File: src/logic/scx_pkg.sv
// What this block does
// - Top slice: negative pulls propagate/negative low.
// - Top slice: signed overflow pulls generate/overflow low.
// - Carry, propagate, generate outputs are ungated.
// - Lower slice arithmetic: show propagate and generate.
// - Arithmetic: bit zero is the carry in.
// - Arithmetic exactly when bits one, two low.
// - Arithmetic: carry-out pin shows slice carry.
// - Lower slice logic op: propagate low, generate high.
// - Top slice shows negative and overflow status.
// - Bit zero is lowest, ascending to top.
// - Logic op: carry-out pin follows bit zero.
// - Only add types use carry; bit0 low adds one.
`default_nettype none
package scx_pkg;
  localparam int SCX_WIDTH = 4;
  localparam logic [2:0] SCX_RESET_INSTR = 3'h1;
  localparam logic [3:0] SCX_RESET_DATA = 4'hF;
  localparam int SCX_SYNC_STAGES = 3;

  typedef struct packed {
    logic carry_out_n;
    logic prop_neg_n;
    logic gen_ovf_n;
  } scx_flags_type;
endpackage : scx_pkg
`default_nettype wire

File: src/logic/scx_sync.sv
`default_nettype none
module scx_sync
  import scx_pkg::*;
#(
  parameter int WIDTH = 1,
  parameter logic [WIDTH-1:0] INIT = '0
)
(
  input wire logic clk,
  input wire logic srst,
  input wire logic [WIDTH-1:0] din,
  output logic [WIDTH-1:0] dout
);
  // ----------------------------------------------------------------
  // Three-stage capture with agreement filter
  // ----------------------------------------------------------------
  logic [WIDTH-1:0] stage1;
  logic [WIDTH-1:0] stage2;
  logic [WIDTH-1:0] stage3;

  // A synchroniser without bits cannot be built.
  if (WIDTH < 1)
  begin : g_bad_width
    $error("scx_sync width must be positive.");
  end

  // The filtered value only moves once stages two and three agree.
  always_ff @(posedge clk)
  begin
    if (srst)
    begin
      stage1 <= INIT;
      stage2 <= INIT;
      stage3 <= INIT;
      dout <= INIT;
    end
    else
    begin
      stage1 <= din;
      stage2 <= stage1;
      stage3 <= stage2;
      for (int i = 0; i < WIDTH; i++)
      begin
        if (stage2[i] == stage3[i]) dout[i] <= stage3[i];
      end
    end
  end
endmodule : scx_sync
`default_nettype wire

File: src/logic/scx_slice.sv
`default_nettype none
module scx_slice
  import scx_pkg::*;
#(
  parameter int WIDTH = SCX_WIDTH
)
(
  input wire logic REF_CLK,
  input wire logic SRST,
  input wire logic SLICE_TOP_SELECT,
  input wire logic INSTR_BIT0_CARRY_IN,
  input wire logic INSTR_BIT1,
  input wire logic INSTR_BIT2,
  input wire logic [WIDTH-1:0] OPERAND_IN_N,
  input wire logic [WIDTH-1:0] REG_OPERAND,
  output logic CARRY_OUT_N,
  output logic PROP_NEG_N,
  output logic GEN_OVF_N,
  output logic [WIDTH-1:0] SUM
);
  // ----------------------------------------------------------------
  // Parameter check
  // ----------------------------------------------------------------
  // The sign and overflow terms need a sign bit above at least one data bit.
  if (WIDTH < 2)
  begin : g_bad_width
    $error("Slice width must be at least two bits.");
  end

  // ----------------------------------------------------------------
  // Input capture
  // ----------------------------------------------------------------
  logic [2:0] instr;
  logic top_sel;
  logic [WIDTH-1:0] opd_n;
  logic [WIDTH-1:0] reg_a;

  // Pin inputs pass a three-stage filter before use.
  scx_sync #(.WIDTH(3), .INIT(SCX_RESET_INSTR)) u_sync_instr
  (
    .clk(REF_CLK),
    .srst(SRST),
    .din({INSTR_BIT2, INSTR_BIT1, INSTR_BIT0_CARRY_IN}),
    .dout(instr)
  );

  // The slice position select idles low, as on every slice but the top one.
  scx_sync #(.WIDTH(1), .INIT(1'b0)) u_sync_top
  (
    .clk(REF_CLK),
    .srst(SRST),
    .din(SLICE_TOP_SELECT),
    .dout(top_sel)
  );

  // The active-low operand idles at all ones.
  scx_sync #(.WIDTH(WIDTH), .INIT({WIDTH{1'b1}})) u_sync_opd
  (
    .clk(REF_CLK),
    .srst(SRST),
    .din(OPERAND_IN_N),
    .dout(opd_n)
  );

  // The register operand stands in for the stored word and idles at zero.
  scx_sync #(.WIDTH(WIDTH), .INIT('0)) u_sync_reg
  (
    .clk(REF_CLK),
    .srst(SRST),
    .din(REG_OPERAND),
    .dout(reg_a)
  );

  // ----------------------------------------------------------------
  // Adder and carry terms
  // ----------------------------------------------------------------
  // Operand bit zero is the lowest-order bit of the slice.
  wire [WIDTH-1:0] opd_b = ~opd_n;
  wire is_arith = ~instr[1] & ~instr[2];
  // Bit zero low adds one; it serves as carry in for add types.
  wire carry_in = ~instr[0];
  wire [WIDTH:0] add_full = {1'b0, reg_a} + {1'b0, opd_b} + {{WIDTH{1'b0}}, carry_in};
  wire [WIDTH-1:0] add_res = add_full[WIDTH-1:0];
  wire slice_carry = add_full[WIDTH];
  wire [WIDTH-1:0] p_bits = reg_a | opd_b;
  wire [WIDTH-1:0] g_bits = reg_a & opd_b;

  // Group propagate and generate built bit by bit.
  logic [WIDTH-1:0] grp_p;
  logic [WIDTH-1:0] grp_g;
  genvar gi;
  generate
    for (gi = 0; gi < WIDTH; gi++)
    begin : g_la
      if (gi == 0)
      begin : g_first
        assign grp_p[gi] = p_bits[gi];
        assign grp_g[gi] = g_bits[gi];
      end
      else
      begin : g_next
        assign grp_p[gi] = grp_p[gi-1] & p_bits[gi];
        assign grp_g[gi] = g_bits[gi] | (p_bits[gi] & grp_g[gi-1]);
      end
    end
  endgenerate

  // ----------------------------------------------------------------
  // Result for the arithmetic and logic operations
  // ----------------------------------------------------------------
  logic [WIDTH-1:0] result;
  always_comb
  begin
    case (instr)
      3'h0, 3'h1: result = add_res;
      3'h2: result = reg_a & opd_b;
      3'h3: result = opd_b;
      3'h4: result = reg_a;
      3'h5: result = reg_a | opd_b;
      3'h6: result = reg_a ^ opd_b;
      default: result = opd_n;
    endcase
  end

  // ----------------------------------------------------------------
  // Status and expansion outputs
  // ----------------------------------------------------------------
  wire negative = result[WIDTH-1];
  wire overflow = is_arith & (reg_a[WIDTH-1] == opd_b[WIDTH-1]) & (add_res[WIDTH-1] != reg_a[WIDTH-1]);
  // Top select chooses status; otherwise arithmetic shows lookahead terms.
  wire next_prop_neg_n = top_sel ? ~negative : (is_arith ? ~grp_p[WIDTH-1] : 1'b0);
  wire next_gen_ovf_n = top_sel ? ~overflow : (is_arith ? ~grp_g[WIDTH-1] : 1'b1);
  // Carry-out pin shows slice carry or passes bit zero through.
  wire next_carry_out_n = is_arith ? ~slice_carry : instr[0];

  // The three expansion levels are bundled only for the check against the output register.
  scx_flags_type next_flags;
  assign next_flags = '{carry_out_n: next_carry_out_n, prop_neg_n: next_prop_neg_n, gen_ovf_n: next_gen_ovf_n};

  // ----------------------------------------------------------------
  // Output register
  // ----------------------------------------------------------------
  // Outputs are registered once; no execute or slice clock gating applies.
  always_ff @(posedge REF_CLK)
  begin
    if (SRST)
    begin
      CARRY_OUT_N <= 1'b1;
      PROP_NEG_N <= 1'b1;
      GEN_OVF_N <= 1'b1;
      SUM <= '0;
    end
    else
    begin
      CARRY_OUT_N <= next_carry_out_n;
      PROP_NEG_N <= next_prop_neg_n;
      GEN_OVF_N <= next_gen_ovf_n;
      SUM <= result;
    end
  end
endmodule : scx_slice
`default_nettype wire

File: config.mk
export PLATFORM = sky130hd
export DESIGN_NAME = scx_slice
export DESIGN_NICKNAME = d
export VERILOG_FILES = /design/src/logic/scx_pkg.sv /design/src/logic/scx_sync.sv /design/src/logic/scx_slice.sv
export SDC_FILE = /design/constraint.sdc
export NUM_CORES = 1
export LEC_CHECK = 0
export BUFFER_PORTS_ARGS = -buffer_cell sky130_fd_sc_hd__buf_2
export CAP_MARGIN = 20
export CORE_MARGIN = 2
export CORE_UTILIZATION = 57
export DETAILED_ROUTE_END_ITERATION = 16
export PLACE_DENSITY = 0.75
export SYNTH_ARGS = -nofsm -noshare
export SYNTH_HDL_FRONTEND = slang
export SYNTH_SLANG_ARGS = --single-unit
File: constraint.sdc
create_clock -name REF_CLK -period 2.4 [get_ports REF_CLK]
set_clock_uncertainty 0.2 [all_clocks]
set_input_delay 0.48 -clock REF_CLK [delete_from_list [all_inputs] [get_ports REF_CLK]]
set_output_delay 0.48 -clock REF_CLK [all_outputs]
set_load 0.005 [all_outputs]
# ---- Word level (Yosys, flattened, before mapping)
# Cells that the tools add are included.
dict set report word_totals {
  register_bits 55
  latchBits 0
  ramBits 0
  romBits 0
  in_bits 14
  out_inout_bits 7
  word_cells 82
  memories 0
}
dict set report op_classes {
  n_addsub 2
  mul 0
  div_mod_pow 0
  n_lt_le_gt_ge 0
  n_eq_ne 20
  shift 0
  muxes 6
  n_bitwise 24
  reduce_logical 2
}
# op n
set ops {}
lappend ops {{case mux 4 bit (6 select lines)} 1}
lappend ops {{equality test 1 bit} 13}
lappend ops {{AND 1 bit} 9}
lappend ops {{equality test 3 bit, second input constant} 3}
lappend ops {{inverter 1 bit} 8}
lappend ops {{equality test 3 x 2 -> 1 bit, second input constant} 2}
lappend ops {{adder 4 x 4 -> 5 bit} 1}
lappend ops {{adder 5 x 1 -> 5 bit} 1}
lappend ops {{two-way mux 1 bit} 5}
lappend ops {{AND 4 bit} 1}
lappend ops {{inverter 4 bit} 1}
lappend ops {{OR 4 bit} 1}
lappend ops {{XOR 4 bit} 1}
lappend ops {{equality test 3 x 1 -> 1 bit, second input constant} 1}
lappend ops {{zero test 3 bit} 1}
lappend ops {{OR 1 bit} 3}
lappend ops {{OR reduction 2 bit} 1}
lappend ops {{inequality test 1 bit} 1}

# ---- Logic depth before layout (Yosys ltp)
dict set report logic_depth {
  depth_word 11
  mapped_depth 8
  ltp_nobuf 8
}

# ---- Modules after synthesis
# From an unflattened synthesis, not the netlist that was laid out.
dict set report hier_totals {
  cells_unflattened 232
  hier_area_um2 2303.5
}
# module n_inst cells_per_inst area_per_inst_um2 seq_area_each_um2
set by_module_without_submodules {}
lappend by_module_without_submodules {scx_slice 1 109 879.6 140.1}
lappend by_module_without_submodules {{scx_sync at u_sync_reg} 1 41 486.7 320.3}
lappend by_module_without_submodules {{scx_sync at u_sync_opd} 1 41 471.7 320.3}
lappend by_module_without_submodules {{scx_sync at u_sync_instr} 1 31 352.8 240.2}
lappend by_module_without_submodules {{scx_sync at u_sync_top} 1 10 112.6 80.1}

# ---- Worst setup path after synthesis
# OpenSTA, ideal clock, no wires.
dict set report synth_path {
  path_type {register to register}
  start {reg u_sync_opd.dout[3]}
  end {reg PROP_NEG_N}
  setup_time_ns 0.120
  arrival_time_ns 1.725
  required_time_ns 2.080
  path_slack_ns 0.355
  stages_incl_launch_ff 7
  n_path_buf 0
  period_less_slack_ns 2.045
  path_cell_list {dfxtp_1 inv_1 ha_1 mux2i_1 mux4_2 and3_1 a211o_1}
}
dict set report synth_between {
  elab_chain_cells 6
  elab_cells_between_ends 12
  cone_classes {add/sub: 2; mux: 3; bitwise: 7}
}
# item line
set synth_lines {}
lappend synth_lines {{start: declaration} scx_sync.sv:12} ;# output logic [WIDTH-1:0] dout
lappend synth_lines {{start signal: indexed assignment} scx_sync.sv:44} ;# if (stage2[i] == stage3[i]) dout[i] <= stage3[i];
lappend synth_lines {{inverter 4 bit} scx_slice.sv:78} ;# wire [WIDTH-1:0] opd_b = ~opd_n;
lappend synth_lines {{adder 4 x 4 -> 5 bit / OR 4 bit (equally long branches)} {scx_slice.sv:82, scx_slice.sv:85, scx_slice.sv:119}}
lappend synth_lines {{adder 5 x 1 -> 5 bit / AND 1 bit (equally long branches)} {scx_slice.sv:82, scx_slice.sv:102}}
lappend synth_lines {{case mux 4 bit (6 select lines) / inverter 1 bit (equally long branches)} {scx_slice.sv:114, scx_slice.sv:131}}
lappend synth_lines {{inverter 1 bit / two-way mux 1 bit (equally long branches)} scx_slice.sv:131} ;# wire next_prop_neg_n = top_sel ? ~negative : (is_arith ? ~grp_p[WIDTH-1] : 1'b0);
lappend synth_lines {{two-way mux 1 bit *} scx_slice.sv:131}
lappend synth_lines {{end signal: assignment} scx_slice.sv:156} ;# PROP_NEG_N <= next_prop_neg_n;
lappend synth_lines {{end: declaration} scx_slice.sv:17} ;# output logic PROP_NEG_N,
# Mark *: on every way between the ends. The rest lies on a longest branch, timed or not.
# A chain may end at the register's enable or synchronous reset.

# ---- Worst setup path after layout
dict set report layout_path {
  start {reg u_sync_opd.dout[0]}
  end {reg SUM[1]}
}
dict set report layout_between {
  elab_chain_cells 4
}
# item line
set layout_lines {}
lappend layout_lines {{inverter 4 bit} scx_slice.sv:78}
lappend layout_lines {{adder 4 x 4 -> 5 bit} scx_slice.sv:82} ;# wire [WIDTH:0] add_full = {1'b0, reg_a} + {1'b0, opd_b} + {{WIDTH{1'b0}}, carry_in};
lappend layout_lines {{adder 5 x 1 -> 5 bit} scx_slice.sv:82}
lappend layout_lines {{case mux 4 bit (6 select lines)} scx_slice.sv:114} ;# case (instr)
lappend layout_lines {{end signal: assignment} scx_slice.sv:158} ;# SUM <= result;
lappend layout_lines {{end: declaration} scx_slice.sv:19} ;# output logic [WIDTH-1:0] SUM
# No other way between the ends.

==> reports/metrics.yaml <==
multi_input_area_um2: 917
syn_area_mm2: 0.00211
syn_nets: 243
drive_gt1_share_pct: 20.3
ys_seq_area_share_pct: 52.2
numCtsBuffers: 5
critPathCaptureType: "register"
worstPathRequired_ps: 2390
floorplan.initialDensity_pct: 58.5
cts_hold_buf: 0
cts_tree: "built"
postSynthAreaPerCell_um2: 9.63
layout.cells.non_filler: 289
ys_ff_latch: 55
placement_rows: 22
fin_crit_sh_pct: 91.6
final_area_mm2: 0.00235
wl_per_cell_um: 11.3
cellLeakagePower_nw: 0.951
die_y_um: 64.8
synth_simple_gate_area_share_pct: 20.0
n_antenna_cell: 0
clock.fmax_ghz: 0.455
synth_ff_type: "dfxtp_1"
drt-total-wl_mm: 3.26
critPathTopFamily: "adder cells"
place_congestion: 0.880
worst_pin_slew_ps: 464
fin_crit_ps: 2200
synth_edf_count: 0
synth-compound-area-share_pct: 13.9
hold_viol: 0
netlist_instances: 219
nNetsFinal: 264
placed_area_mm2: 0.00227
fin_tns_setup_ps: 0
run_status: "completed"
clockBufferDepth: 2
critical_path.cell_chain: "inv_1 -> fa_1 -> inv_1 -> fa_1 -> nor2_1 -> a211oi_1 -> a2111oi_0"
grt_pass1_vias: 1249
dieArea_mm2: 0.00420
yosys_warnings: 0
async_flop_share_pct: 0
core_area_mm2: 0.00361
grt_max_degree: 37
drc: 0
post-cts-setup-buffers: 0
grt_first_pass_wirelength_mm: 5.43
via_count: 1426
cts-resized-gates: 0
pin_count: 21
htree_num_levels: 2
rsz0062_at_grt: "false"
slew_viol_final: 0
fill_cells: 305
dr.pass1.iters: 4
clk_latency_ps: 310
crit_buf_inv: 2
grt_usage_pct: 17.0
drt_iter0_markers: 57
root_buffer: "clkbuf_8"
grt-ovfl-total: 0
dp.cells: 281
muxShareOfSynthArea_pct: 2.08
area_growth_pct: 11.5
p_per_area_mw_per_mm2: 629
synth_top_family_by_area: "simple AND/OR/NAND/NOR gates"
seq_area_mm2: 0.00110
crit_arrival_ps: 2190
hold_class: "input port to register"
cts.sinks: 55
vdd_drop_max_mv: 0.482
clk_pin_slew_ps: 90
critPathSlowestCell: "dfxtp_1"
maxCapViolations: 0
die_w_um: 64.8
synth_xor_area_share_pct: 0.831
crit_path_start_kind: "register"
vias_per_cell: 4.93
ant_nets: 0
antenna_found_initial: 0
ys_types: 35
slowest_delay_ps: 430
finalSetupViolations: 0
synthAdderAreaFrac_pct: 6.65
place_hpwl_mm: 2.34
critPathKind: "register to register"
relSlewSlack_pct: 69.0
worstPathMaxFanout: 6
io_buffers: 20
hold_slack_ps: 147
-- placed cells by master (no fill, tap or decap), drive strengths merged --
cell,netlist,final
a2111oi,1,1
a211o,2,2
a211oi,1,1
a21boi,1,1
a21oi,17,17
a221o,1,1
a311oi,2,2
and3,3,3
buf,2,24
clkbuf,8,6
clkinv,0,1
clkinvlp,0,1
dfxtp,55,55
fa,2,2
ha,8,8
inv,12,12
mux2,1,1
mux2i,1,1
mux4,1,1
nand2,12,12
nand2b,2,2
nand3,4,4
nand3b,1,1
nand4,1,1
nor2,15,15
nor2b,23,23
nor3,1,1
nor4,1,1
o211ai,1,1
o21ai,13,13
o21bai,6,6
o22ai,1,1
o311ai,1,1
o31ai,1,1
or2,16,16
xor2,2,2
-- flip-flops by register name, summed over array words and instances, names as in the netlist --
name,flops
u_sync_instr.stage2,3
u_sync_instr.stage3,3
GEN_OVF_N,1
u_sync_instr.stage1,3
u_sync_opd.stage3,4
u_sync_reg.stage2,4
u_sync_top.stage2,1
u_sync_opd.dout,4
u_sync_reg.stage3,4
u_sync_reg.stage1,4
u_sync_top.stage1,1
u_sync_top.stage3,1
CARRY_OUT_N,1
u_sync_instr.dout,3
PROP_NEG_N,1
u_sync_top.dout,1
SUM,4
u_sync_opd.stage1,4
u_sync_reg.dout,4
u_sync_opd.stage2,4
-- kinds of logic after synthesis --
logic type,Yosys count
compound gates,48
xor+xnor,2
fa+ha+maj,10
buf+inv,22
flops,55
mux,3
simple gates,79
-- layout make-up --
| cell class | count | share of cell area (%) |
|---|---|---|
| multi-input combinational | 142 | 39.0 |
| sequential | 55 | 46.8 |
| timing repair buffer | 24 | 6.07 |
| inverter | 12 | 1.92 |
| clock inverter | 2 | 0.532 |
| clock buffer | 6 | 3.09 |
| tap | 48 | 2.55 |
-- synthesized netlist by cell type (2+ instances only) --
| library cell | n | area, um2 |
|---|---|---|
| a211o_1 | 2 | 17.5 |
| a21oi_1 | 17 | 85.1 |
| a311oi_1 | 2 | 17.5 |
| and3_1 | 3 | 18.8 |
| clkbuf_1 | 8 | 30.0 |
| dfxtp_1 | 55 | 1100 |
| fa_1 | 2 | 40.0 |
| ha_1 | 8 | 100 |
| inv_1 | 12 | 45.0 |
| nand2_1 | 12 | 45.0 |
| nand2b_1 | 2 | 12.5 |
| nand3_1 | 4 | 20.0 |
| nor2_1 | 15 | 56.3 |
| nor2b_1 | 23 | 144 |
| o21ai_0 | 13 | 65.1 |
| o21bai_1 | 6 | 45.0 |
| or2_2 | 16 | 100 |
| xor2_1 | 2 | 17.5 |
-- metrics by stage --
step                      total power (W)  setup WS, ps  utilization (%)
after floorplan                   0.00100           355                -
after global placement            0.00102           292             62.8
after detailed placement          0.00102           249             62.8
after CTS                         0.00150           207             65.2
after global routing              0.00155          31.3             65.2
final                             0.00148           201             65.2
-- power breakdown --
group          switching, W   total, W  internal [W]
combinational     0.0000217  0.0000505     0.0000288
sequential       0.00000936   0.000947      0.000937
clock              0.000278   0.000482      0.000204
total              0.000309    0.00148       0.00117
-- routing by layer --
metal / GRT usage (%) / vias to the layer above / wire length, um
met5: 0 / - / 0
met4: 7.18 / 0 / 38
met3: 5.73 / 5 / 109
met2: 26.9 / 17 / 1480
met1: 21.2 / 634 / 1630
li1: - / 770 / -
-- path summary, 6_finish.rpt --
kind	startpoint	depth (start not counted)	slack, ps	to
worst min-delay path	OPERAND_IN_N[1]	2	150	u_sync_opd.stage1[1]
worst min register to register	u_sync_instr.stage1[0]	1	220	u_sync_instr.stage2[0]
worst max register to register	u_sync_opd.dout[0]	7	200	SUM[1]
worst max-delay path	u_sync_opd.dout[0]	7	200	SUM[1]
Note: power is estimated with default switching activity, not from simulation.
